$ cat config.mk
export PLATFORM = sky130hd
export DESIGN_NAME = lpm_mode_regs
export DESIGN_NICKNAME = d
export VERILOG_FILES = /design/src/rtl/lpm_pkg.sv /design/src/rtl/lpm_format_decode.sv /design/src/rtl/lpm_mode_regs.sv
export SDC_FILE = /design/constraint.sdc
export NUM_CORES = 1
export LEC_CHECK = 0
export BUFFER_PORTS_ARGS = -buffer_cell sky130_fd_sc_hd__buf_4
export CORE_MARGIN = 8
export CORE_UTILIZATION = 31
export CTS_CLUSTER_SIZE = 25
export DETAILED_ROUTE_END_ITERATION = 10
export PLACE_DENSITY_LB_ADDON = 0.1
export SYNTH_ARGS = -nofsm -noshare
export SYNTH_HDL_FRONTEND = slang
export SYNTH_HIERARCHICAL = 1
export SYNTH_SLANG_ARGS = --single-unit
$ cat constraint.sdc
create_clock -name clk_sys_in -period 2.52 [get_ports clk_sys_in]
set_input_delay 0.126 -clock clk_sys_in [delete_from_list [all_inputs] [get_ports clk_sys_in]]
set_output_delay 0.126 -clock clk_sys_in [all_outputs]
set_load 0.01 [all_outputs]
$ cat src/rtl/lpm_pkg.sv
// Shared constants and types for the panel mode configuration registers
package lpm_pkg;
	localparam int          LPM_ADDR_W      = 17;
	localparam int          LPM_DATA_W      = 8;
	localparam int          LPM_PROD_W      = 6;
	localparam int          LPM_REV_W       = 2;
	localparam logic [16:0] LPM_WIN_FIRST   = 17'h1_ffe0;
	localparam logic [16:0] LPM_WIN_LAST    = 17'h1_ffff;
	localparam logic [16:0] LPM_ADDR_ID     = 17'h1_ffe0;
	localparam logic [16:0] LPM_ADDR_MODE   = 17'h1_ffe1;
	localparam logic [7:0]  LPM_MODE_RST    = 8'h00;
	localparam logic [7:0]  LPM_RDATA_RST   = 8'h00;
	localparam logic [7:0]  LPM_UNMAPPED    = 8'h00;
	// Arbitrary identification values, not those of any real part
	localparam logic [5:0]  LPM_PRODUCT_DEF = 6'h2a;
	localparam logic [1:0]  LPM_REVISION_DEF = 2'h1;

	// Data width field codes
	localparam logic [1:0]  LPM_WIDTH_4BIT  = 2'h0;
	localparam logic [1:0]  LPM_WIDTH_8BIT  = 2'h1;
	localparam logic [1:0]  LPM_WIDTH_RSV   = 2'h2;
	localparam logic [1:0]  LPM_WIDTH_8F2   = 2'h3;

	// Mode register layout, bit 7 down to bit 0
	typedef struct packed {
		logic       panel_type_select;
		logic       dual_select;
		logic       colour_select;
		logic       line_polarity;
		logic       frame_polarity;
		logic       shift_clock_mask;
		logic [1:0] data_width;
	} lpm_mode_type;

	typedef struct packed {
		logic                  cs_n;
		logic [LPM_ADDR_W-1:0] host_address_bus;
		logic                  wr_en;
		logic                  rd_en;
		logic [LPM_DATA_W-1:0] wdata;
	} lpm_host_req_type;

	typedef struct packed {
		logic active_matrix_panel;
		logic dual_drive;
		logic colour_drive;
		logic shift_masked_blank;
	} lpm_panel_cfg_type;

	typedef enum logic [3:0] {
		LPM_FMT_MONO_S4  = 4'h0,
		LPM_FMT_MONO_S8  = 4'h1,
		LPM_FMT_MONO_D8  = 4'h2,
		LPM_FMT_COL_S4   = 4'h3,
		LPM_FMT_COL_S8F1 = 4'h4,
		LPM_FMT_COL_S8F2 = 4'h5,
		LPM_FMT_COL_D8   = 4'h6,
		LPM_FMT_AM9      = 4'h7,
		LPM_FMT_AM12     = 4'h8,
		LPM_FMT_RESERVED = 4'hf
	} lpm_fmt_type;
endpackage : lpm_pkg

$ cat src/rtl/lpm_format_decode.sv
// Decoder from the mode register to the panel data format
`timescale 1ns/1ns
module lpm_format_decode
	import lpm_pkg::*;
(
	input  lpm_pkg::lpm_mode_type mode_in,
	output lpm_pkg::lpm_fmt_type  fmt_out,
	output logic                  reserved_out
);
	always_comb begin
		fmt_out = LPM_FMT_RESERVED;
		if (mode_in.panel_type_select) begin
			// Drive and colour selections do not matter here
			fmt_out = mode_in.data_width[0] ? LPM_FMT_AM12 : LPM_FMT_AM9;
		end else begin
			case ({mode_in.colour_select, mode_in.dual_select})
				2'h0: begin
					if (mode_in.data_width == LPM_WIDTH_4BIT) begin
						fmt_out = LPM_FMT_MONO_S4;
					end else if (mode_in.data_width == LPM_WIDTH_8BIT) begin
						fmt_out = LPM_FMT_MONO_S8;
					end
				end
				2'h1: begin
					if (mode_in.data_width == LPM_WIDTH_8BIT) begin
						fmt_out = LPM_FMT_MONO_D8;
					end
				end
				2'h2: begin
					case (mode_in.data_width)
						LPM_WIDTH_4BIT: fmt_out = LPM_FMT_COL_S4;
						LPM_WIDTH_8BIT: fmt_out = LPM_FMT_COL_S8F1;
						LPM_WIDTH_8F2:  fmt_out = LPM_FMT_COL_S8F2;
						default:        fmt_out = LPM_FMT_RESERVED;
					endcase
				end
				2'h3: begin
					if (mode_in.data_width == LPM_WIDTH_8BIT) begin
						fmt_out = LPM_FMT_COL_D8;
					end
				end
				default: fmt_out = LPM_FMT_RESERVED;
			endcase
		end
	end

	assign reserved_out = (fmt_out == LPM_FMT_RESERVED);
endmodule : lpm_format_decode

$ cat src/rtl/lpm_mode_regs.sv
// Identification and panel mode registers with panel signal conditioning
`timescale 1ns/1ns
// Behaviour
// - Mode register bits clear to zero at reset
// - Identification register read-only, product and revision
// - Mode register read/write at second window byte
// - Top mode bit picks passive or active-matrix
// - Active-matrix ignores drive and colour selections
// - Bit six selects single or dual drive
// - Bit five selects monochrome or colour drive
// - Active-matrix bit four sets line pulse polarity
// - Active-matrix bit three sets frame pulse polarity
// - Mask shift clock when blanking, colour passive/mask
// - Mono single passive: codes 00, 01 valid
// - Mono dual passive: only code 01 valid
// - Colour single passive: codes 00, 01, 11
// - Colour dual passive: only code 01 valid
// - Active-matrix low width bit picks 9/12-bit
// - Access only with chip select in top window
module lpm_mode_regs
	import lpm_pkg::*;
#(
	parameter logic [5:0] PRODUCT_CODE  = LPM_PRODUCT_DEF,
	parameter logic [1:0] REVISION_CODE = LPM_REVISION_DEF
) (
	input  wire logic                       clk_sys_in,
	input  wire logic                       nrst_in,
	input  lpm_pkg::lpm_host_req_type       host_req_in,
	output logic [lpm_pkg::LPM_DATA_W-1:0]  host_rdata_out,
	output logic                            host_rvalid_out,
	input  wire logic                       line_raw_in,
	input  wire logic                       frame_raw_in,
	input  wire logic                       shift_raw_in,
	input  wire logic                       hblank_in,
	input  wire logic                       vblank_in,
	output logic                            panel_line_pulse_out,
	output logic                            panel_frame_pulse_out,
	output logic                            panel_shift_clock_out,
	output lpm_pkg::lpm_panel_cfg_type      panel_cfg_out,
	output lpm_pkg::lpm_fmt_type            panel_fmt_out,
	output logic                            fmt_reserved_out
);
	import lpm_pkg::*;

	lpm_mode_type          mode_reg;
	logic [LPM_DATA_W-1:0] rdata_reg;
	logic [LPM_DATA_W-1:0] rdata_next;
	logic                  rvalid_reg;
	logic                  line_reg;
	logic                  frame_reg;
	logic                  shift_reg;
	lpm_fmt_type           fmt_reg;
	lpm_fmt_type           fmt_next;
	logic                  reserved_reg;
	logic                  reserved_next;
	logic                  in_window;
	logic                  acc_ok;
	logic                  wr_mode;
	logic                  rd_any;
	logic                  active_mode;
	logic                  colour_eff;
	logic                  dual_eff;
	logic                  mask_blank;
	logic                  blanking;
	logic                  line_next;
	logic                  frame_next;
	logic                  shift_next;
	logic                  id_sel;
	logic                  mode_sel;

	// Address decode over the register window
	assign in_window = (host_req_in.host_address_bus >= LPM_WIN_FIRST) &&
		(host_req_in.host_address_bus <= LPM_WIN_LAST);
	assign acc_ok   = !host_req_in.cs_n && in_window;
	assign id_sel   = (host_req_in.host_address_bus == LPM_ADDR_ID);
	assign mode_sel = (host_req_in.host_address_bus == LPM_ADDR_MODE);
	assign wr_mode  = acc_ok && host_req_in.wr_en && mode_sel;
	assign rd_any   = acc_ok && host_req_in.rd_en;

	// Mode register; the identification byte takes no write
	always_ff @(posedge clk_sys_in or negedge nrst_in) begin
		if (!nrst_in) begin
			mode_reg <= LPM_MODE_RST;
		end else if (wr_mode) begin
			mode_reg <= host_req_in.wdata;
		end
	end

	// Read data mux; other window bytes read as zero
	always_comb begin
		rdata_next = LPM_UNMAPPED;
		if (id_sel) begin
			rdata_next = {PRODUCT_CODE, REVISION_CODE};
		end else if (mode_sel) begin
			rdata_next = mode_reg;
		end
	end

	always_ff @(posedge clk_sys_in or negedge nrst_in) begin
		if (!nrst_in) begin
			rdata_reg  <= LPM_RDATA_RST;
			rvalid_reg <= 1'b0;
		end else begin
			rvalid_reg <= rd_any;
			if (rd_any) begin
				rdata_reg <= rdata_next;
			end
		end
	end

	assign host_rdata_out  = rdata_reg;
	assign host_rvalid_out = rvalid_reg;

	// Effective panel selections
	assign active_mode = mode_reg.panel_type_select;
	assign dual_eff    = mode_reg.dual_select && !active_mode;
	assign colour_eff  = mode_reg.colour_select && !active_mode;
	assign mask_blank  = colour_eff || mode_reg.shift_clock_mask;
	assign blanking    = hblank_in || vblank_in;

	// One driver for the whole struct
	assign panel_cfg_out = '{
		active_matrix_panel: active_mode,
		dual_drive:          dual_eff,
		colour_drive:        colour_eff,
		shift_masked_blank:  mask_blank
	};

	// Polarity applies only to active-matrix panels; raw pulses are active high
	always_comb begin
		line_next  = line_raw_in;
		frame_next = frame_raw_in;
		if (active_mode) begin
			line_next  = mode_reg.line_polarity ? line_raw_in : !line_raw_in;
			frame_next = mode_reg.frame_polarity ? frame_raw_in : !frame_raw_in;
		end
		shift_next = shift_raw_in && !(mask_blank && blanking);
	end

	always_ff @(posedge clk_sys_in or negedge nrst_in) begin
		if (!nrst_in) begin
			line_reg  <= 1'b0;
			frame_reg <= 1'b0;
			shift_reg <= 1'b0;
		end else begin
			line_reg  <= line_next;
			frame_reg <= frame_next;
			shift_reg <= shift_next;
		end
	end

	assign panel_line_pulse_out  = line_reg;
	assign panel_frame_pulse_out = frame_reg;
	assign panel_shift_clock_out = shift_reg;

	lpm_format_decode u_format_decode (
		.mode_in      (mode_reg),
		.fmt_out      (fmt_next),
		.reserved_out (reserved_next)
	);

	// Registered format; reserved codes are flagged, not corrected
	always_ff @(posedge clk_sys_in or negedge nrst_in) begin
		if (!nrst_in) begin
			fmt_reg      <= LPM_FMT_MONO_S4;
			reserved_reg <= 1'b0;
		end else begin
			fmt_reg      <= fmt_next;
			reserved_reg <= reserved_next;
		end
	end

	assign panel_fmt_out    = fmt_reg;
	assign fmt_reserved_out = reserved_reg;
endmodule : lpm_mode_regs

======== Word level (Yosys, flattened, before mapping) ========
Index checks and enable logic that the tools add are counted.
W data, S select, Z words.
operators by class
  $lt $le $gt $ge ......................... 2
  eq/ne operators ......................... 8
  mux-type cells .......................... 14
  reduce and logical (&&, ||, !) cells .... 18
operators by type and width
  kind                    count
  $eq A17 B17 Y1 const B  2
  $mux W4                 6
  $ge A17 B17 Y1 const B  1
  $le A17 B17 Y1 const B  1
  $mux W8                 2
  $pmux W4 S4             1
  $pmux W4 S3             1
  $logic_and A1 B1 Y1     9
  $eq A2 B2 Y1 const B    3
  $logic_not A1 Y1        5
  $eq A2 B1 Y1 const B    2
  $eq A4 B4 Y1 const B    1
  $logic_not A2 Y1        2
  $mux W1                 4
  $logic_or A1 B1 Y1      2
word-level totals
  bits in registers ....................... 25
  bits of input ports ..................... 35
  output and inout bits ................... 21
  logic and storage cells ................. 56

======== Longest topological paths before layout ========
Gate-level depths: netlist (run 1).
  depth after elaboration ................. 6
  mapped depth ............................ 5
  gate-level depth less buffers ........... 4

======== Hierarchy ========
Netlist (run 1), hierarchy kept.
by module, submodules not included
  module             instances  cells each  area each (µm²)  sequential area each (µm²)
  lpm_mode_regs      1          86          1051.0           625.6
  lpm_format_decode  1          20          131.4            0.0

======== Worst setup path after synthesis (run 1) ========
OpenSTA, ideal clock, no wires.
  path type ............................... input -> register
  start point ............................. in host_req_in[14] (netlist name)
  end point ............................... reg mode_reg, in the netlist active_mode
  setup time .............................. 0.125 ns
  data arrival time ....................... 1.415 ns
  data required time ...................... 2.395 ns
  setup slack ............................. 0.981 ns
  stages on the path ...................... 4
  path buffers ............................ 0
  path through ............................ or4b_4 > nor3b_4 > nand3_4 > mux2_2
on the way
  word-level cells in the longest chain between the ends .. 5
  elaborated cells between the ends (all ways) .. 7
  classes of those cells .................. 2 x order compare; 1 x eq/ne; 4 x reduce/logical
ends and longest elaborated chain
  element                                           RTL line                                  RTL
  start: declaration                                lpm_mode_regs.sv:28                       input lpm_pkg::lpm_host_req_type host_req_in,
  $ge A17 B17 Y1 or $le A17 B17 Y1 (tied branches)  lpm_mode_regs.sv:72, lpm_mode_regs.sv:73
  $logic_and A1 B1 Y1                               lpm_mode_regs.sv:72                       assign in_window = (host_req_in.host_address_bus >= LPM_WIN_FIRST) &&
  $logic_and A1 B1 Y1                               lpm_mode_regs.sv:74                       assign acc_ok = !host_req_in.cs_n && in_window;
  $logic_and A1 B1 Y1                               lpm_mode_regs.sv:77                       assign wr_mode = acc_ok && host_req_in.wr_en && mode_sel;
  $logic_and A1 B1 Y1 *                             lpm_mode_regs.sv:77
  end signal: assignment                            lpm_mode_regs.sv:85                       mode_reg <= host_req_in.wdata;
  end: declaration                                  lpm_mode_regs.sv:45                       lpm_mode_type mode_reg;
Mark *: on every way between the ends. The rest lies on a longest branch, timed or not.
A chain may end at the register's enable or synchronous reset.

==> results of run 1 <==
power by group:
| part | total [mW] | internal (mW) | switching [mW] |
|---|---|---|---|
| sequential | 0.404 | 0.403 | 0.000544 |
| clock | 0.230 | 0.113 | 0.117 |
| combinational | 0.0679 | 0.0429 | 0.0251 |
placed cells by master, fill, tap and decap left out, types with 2 or more instances in the layout:
cell,n
clkbuf_8,3
dfrtp_1,25
nor2_1,3
nor2b_1,7
xnor2_1,2
mux2_2,8
nand2b_1,4
nand4_1,2
o21ai_0,13
nor3_1,2
nand3_1,2
o31ai_1,4
nor4_1,3
buf_4,55
nand2_1,6
inv_1,3
how the worst min path moves through the flow:
stage | from | slack, ns | depth (start not counted) | endpoint
2_1_floorplan | nrst_in | -0.17 | 0 | active_mode
3_3_place_gp | nrst_in | 0.05 | 1 | host_rvalid_out
3_5_place_dp | nrst_in | 0.05 | 1 | panel_line_pulse_out
4_1_cts | frame_raw_in | 0.03 | 2 | panel_frame_pulse_out
5_1_grt | line_raw_in | 0.03 | 2 | panel_line_pulse_out
6_report | frame_raw_in | 0.04 | 2 | panel_frame_pulse_out
metrics by stage:
stage | setup slack, ns | hold WS, ns | instance area, um2 | instances
global route | 0.761 | 0.0303 | 1670 | 207
finish | 0.870 | 0.0373 | 1670 | 207
global placement | 0.813 | 0.0454 | 1610 | 202
detailed placement | 0.769 | 0.0535 | 1610 | 202
CTS | 0.863 | 0.0337 | 1670 | 207
floorplan | 0.981 | -0.170 | 1180 | 106
cell families (layout without fill, tap and decap cells):
group           count (synthesis)  count (layout)
xor+xnor                        2               2
buf+inv                        10              63
simple gates                   37              37
compound gates                 24              24
flops                          25              25
mux                             8               8
cell type report:
class | count | share of cell area, %
multi-input combinational | 71 | 30.1
tap | 48 | 3.60
clock buffer | 4 | 2.70
sequential | 25 | 37.5
timing repair buffer | 56 | 25.4
inverter | 3 | 0.676
routing by layer:
| layer | vias to the layer above | share of wire (%) | GRT usage [%] |
|---|---|---|---|
| met5 | - | 0 | 0 |
| met4 | 0 | 0.63 | 2.83 |
| met3 | 2 | 8.9 | 4.26 |
| met2 | 41 | 42 | 14.5 |
| met1 | 458 | 48 | 13.9 |
| li1 | 485 | - | - |
timing repair:
action	in CTS	in global routing
hold buffers	1	0
setup buffers	0	0
hold endpoints to repair	25	0
==> results.py, run 1 <==
metrics = {
    "run_status": {
        "status": "completed",
    },
    "cells_and_area": {
        "multi_input_area_um2": 502,
        "utilization_pct": 45.5,
        "regArea_um2": 626,
        "nNetsFinal": 195,
        "nFillCells": 359,
        "layout-drive-gt1-share_pct": 44.7,
        "largest_register_ffs": 8,
        "antennaDiodeCount": 0,
        "areaGrowthSynthToFinish_pct": 41.0,
    },
    "synth": {
        "synthTopCellsByArea": "dfrtp_1, mux2_2, o21ai_0",
        "yosysSeqAreaShare_pct": 52.9,
        "synthCells": 106,
        "synth_top_family_by_area": "simple AND/OR/NAND/NOR gates",
        "synthMuxAreaShare_pct": 7.62,
        "synth_ff_type": "dfrtp_1",
        "syn_nets": 141,
        "synth_top_area_cell": "dfrtp_1",
        "yosys.area_share.simple_pct": 20.3,
        "async_flop_share_pct": 100,
        "synthXorXnorAreaFrac_pct": 1.48,
        "yosys-top-cells-count": "dfrtp_1, o21ai_0, mux2_2, nor2b_1, nand2_1",
        "yosys.cell_types.count": 32,
        "netlist_area_um2": 1180,
        "synth_edf_count": 0,
        "synth_seq_cells": 25,
        "synth_most_common_cell": "dfrtp_1",
        "ys_warn_count": 6,
        "synth.top_cell.area_share_pct": 52.9,
        "syn_area_per_cell_um2": 11.2,
        "synthAdderAreaFrac_pct": 0,
        "synth_compound_area_share_pct": 13.0,
    },
    "clock_network": {
        "clkTransAtPathRegs_ns": 0.09,
        "cts.sinks": 25,
        "cts_root_buffer": "clkbuf_8",
        "h-tree-depth": 1,
        "ctsResizeCount": 0,
        "clockBufferDepth": 2,
        "cts_tree": "yes",
        "clk_latency_ns": 0.26,
        "cts_buffers": 3,
    },
    "drt": {
        "post_drt_wl_per_cell_um": 14.6,
        "first_iter_violations": 38,
        "dr.pass1.iters": 4,
        "route.detailed.drc": 0,
        "post_drt_via_cell_ratio": 4.76,
        "wirelength_um": 3030,
        "ant_nets": 0,
        "vias": 986,
    },
    "die": {
        "floorplan.initialDensity_pct": 32.3,
        "rows": 22,
        "die_area_um2": 6050,
        "die_w_um": 77.8,
        "die_h_um": 77.8,
        "coreArea_um2": 3660,
        "top_level_ports": 56,
    },
    "sta": {
        "fin_crit_ns": 1.65,
        "drv_slew": 0,
        "hold_viol": 0,
        "fin_skew_ns": 0.00584,
        "tns_ns": 0,
        "slew_headroom_pct": 58.9,
        "worstMarginPinSlew_ns": 0.610,
        "rsz0062_at_grt": "no",
        "fmax_ghz": 0.606,
        "fin_crit_sh_pct": 65.5,
        "finalSetupViolCount": 0,
    },
    "worst_setup_path": {
        "cp_cell_sequence": "nor2b_1 -> or2_2 -> buf_4",
        "critPathLaunch": "active_mode",
        "critPathCaptureType": "output port",
        "start_kind": "register",
        "cp.depth": 3,
        "r2r_end": "panel_shift_clock_out",
        "rr_worst_depth": 4,
        "critPathMaxStageDelay_ns": 0.69,
        "cpMaxStageDelayCell": "dfrtp_1",
        "required_ns": 2.39,
        "rrSetupSlack_ns": 1.13,
        "crit_buf_inv": 1,
        "reg2reg_from": "active_mode",
        "critPathMaxFanout": 17,
        "crit_arrival_ns": 1.52,
        "crit_family": "flip-flops",
        "critPathCapture": "panel_cfg_out[0]",
        "path_class": "register to output port",
    },
    "global_routing": {
        "grt_usage_pct": 10.3,
        "grt-ovfl-total": 0,
        "grt_start_max_net_pins": 26,
        "grt_pass1_vias": 1043,
        "grt_antenna_before_repair": 0,
        "grt_pass1_wl_um": 5200,
    },
    "pwr": {
        "irDropWorstVdd_mv": 0.142,
        "p_leak_nw": 0.824,
        "powerDensity_nw_per_um2": 421,
        "power.total_mw": 0.701,
    },
    "run": {
        "drv_cap": 0,
    },
    "worst_hold_path": {
        "holdCritPathClass": "primary input to register",
    },
    "place": {
        "numPortBuffers": 55,
        "gp_congestion": 0.720,
        "dp_hpwl_um": 2440,
    },
}
Power figures use the tool's default switching activity.
==> run 2, diff against run 1 <==
==> constraint.sdc (replaced) <==
create_clock -name clk_sys_in -period 1.4 [get_ports clk_sys_in]
set_input_delay 0.07 -clock clk_sys_in [delete_from_list [all_inputs] [get_ports clk_sys_in]]
set_output_delay 0.07 -clock clk_sys_in [all_outputs]
set_load 0.01 [all_outputs]
==> run 2 against run 1 <==
Sequential cell count unchanged; critical path depth unchanged; count of clock-buffer cells in the layout did not move; first-iteration DRC count down 13%; wire length increased by 1.8%.
==> results.py, run 2 (same netlist as run 1, synthesis figures left out) <==
metrics = {
    "run_status": {
        "status": "completed",
    },
    "pwr": {
        "irDropWorstVdd_mv": 0.305,
        "powerDensity_nw_per_um2": 737,
        "p_leak_nw": 0.863,
    },
    "die": {
        "floorplan.initialDensity_pct": 32.3,
        "rows": 22,
        "die_w_um": 77.8,
        "top_level_ports": 56,
        "die_area_um2": 6050,
        "coreArea_um2": 3660,
        "die_h_um": 77.8,
    },
    "worst_setup_path": {
        "rrSetupSlack_ns": 0.17,
        "reg2reg_from": "mode_reg[5]",
        "path_class": "register to output port",
        "required_ns": 1.33,
        "crit_arrival_ns": 1.24,
        "start_kind": "register",
        "r2r_end": "panel_fmt_out[0]",
        "critPathMaxFanout": 2,
        "rr_worst_depth": 4,
        "critPathLaunch": "mode_reg[5]",
        "critPathCaptureType": "output port",
        "critPathCapture": "panel_cfg_out[0]",
    },
    "sta": {
        "drv_slew": 0,
        "fmax_ghz": 0.765,
        "fin_skew_ns": 0.00113,
        "worstMarginPinSlew_ns": 0.324,
        "holdWs_ns": 0.0263,
        "fin_crit_ns": 1.31,
        "fin_crit_sh_pct": 93.4,
        "rsz0062_at_grt": "no",
        "finalSetupViolCount": 0,
        "tns_ns": 0,
        "slew_headroom_pct": 78.4,
        "hold_viol": 0,
    },
    "cells_and_area": {
        "utilization_pct": 47.3,
        "final_common_cell": "buf_4",
        "layout-drive-gt1-share_pct": 46.7,
        "nNetsFinal": 203,
        "antennaDiodeCount": 0,
        "largest_register_ffs": 8,
        "areaGrowthSynthToFinish_pct": 46.6,
        "layout_common_cells": "buf_4, dfrtp_1, o21ai_0",
    },
    "global_routing": {
        "grt_start_max_net_pins": 26,
        "grt_antenna_before_repair": 0,
        "grt-ovfl-total": 0,
        "grt_pass1_vias": 1060,
        "grt_pass1_wl_um": 5050,
        "grt_usage_pct": 10.1,
    },
    "clock_network": {
        "cts_buffers": 3,
        "clkTransAtPathRegs_ns": 0.09,
        "h-tree-depth": 1,
        "clk_latency_ns": 0.26,
        "clockBufferDepth": 2,
        "cts_root_buffer": "clkbuf_8",
        "cts.sinks": 25,
        "cts_tree": "yes",
    },
    "place": {
        "gp_congestion": 0.694,
        "dp_hpwl_um": 2440,
        "numPortBuffers": 55,
    },
    "drt": {
        "post_drt_wl_per_cell_um": 14.3,
        "first_iter_violations": 33,
        "ant_nets": 0,
        "vias": 1008,
        "dr.pass1.iters": 4,
        "post_drt_via_cell_ratio": 4.69,
        "wirelength_um": 3080,
        "route.detailed.drc": 0,
    },
    "run": {
        "drv_cap": 0,
    },
    "worst_hold_path": {
        "holdCritPathClass": "primary input to register",
    },
}
run 2: metrics by stage:
stage	power (mW)	cells	setup slack [ns]	area, um2
floorplan	0.762	106	-0.0645	1180
global placement	0.863	207	-0.133	1650
detailed placement	0.864	207	-0.165	1650
CTS	1.30	215	0.0789	1730
global route	1.33	215	0.0548	1730
finish	1.28	215	0.0923	1730
run 2: cell type report:
class / instances / area (um2)
fillers: 359 / 1930
clock buffers: 4 / 45.0
repair buffers: 64 / 488
inverters: 3 / 11.3
well taps: 48 / 60.1
flip-flops and latches: 25 / 627
multi-input cells: 71 / 502
run 2: power breakdown:
part / total [mW] / internal (mW) / switching (mW)
logic: 0.126 / 0.0810 / 0.0455
clock network: 0.424 / 0.203 / 0.221
registers: 0.727 / 0.726 / 0.000958
run 2: worst min-delay path by stage:
stage | startpoint | end | slack (ns) | cells past startpoint
after floorplan | nrst_in | active_mode | -0.23 | 0
after global placement | nrst_in | host_rvalid_out | -0.01 | 1
after detailed placement | nrst_in | panel_line_pulse_out | -0.0007 | 1
after CTS | shift_raw_in | panel_shift_clock_out | 0.02 | 2
after global routing | shift_raw_in | panel_shift_clock_out | 0.03 | 2
final | shift_raw_in | panel_shift_clock_out | 0.03 | 2
run 2: what timing repair did:
action | in CTS | in global routing
hold buffers | 3 | 0
gates resized for setup | 1 | 0
buffers inserted | 1 | 0
endpoints found under the setup margin | 1 | 0
hold endpoints to repair | 27 | 0
run 2: metal layers:
metal,wire [um],GRT usage (%)
met1,1420,12.7
met2,1280,14.7
met3,349,5.07
met5,0,0
met4,24,2.83
run 2: worst max-delay path: stages, from the launching register on:
cell and delay, ns:
dfrtp_2 0.40, nor2b_1 0.14, or2_2 0.28, buf_4 0.15
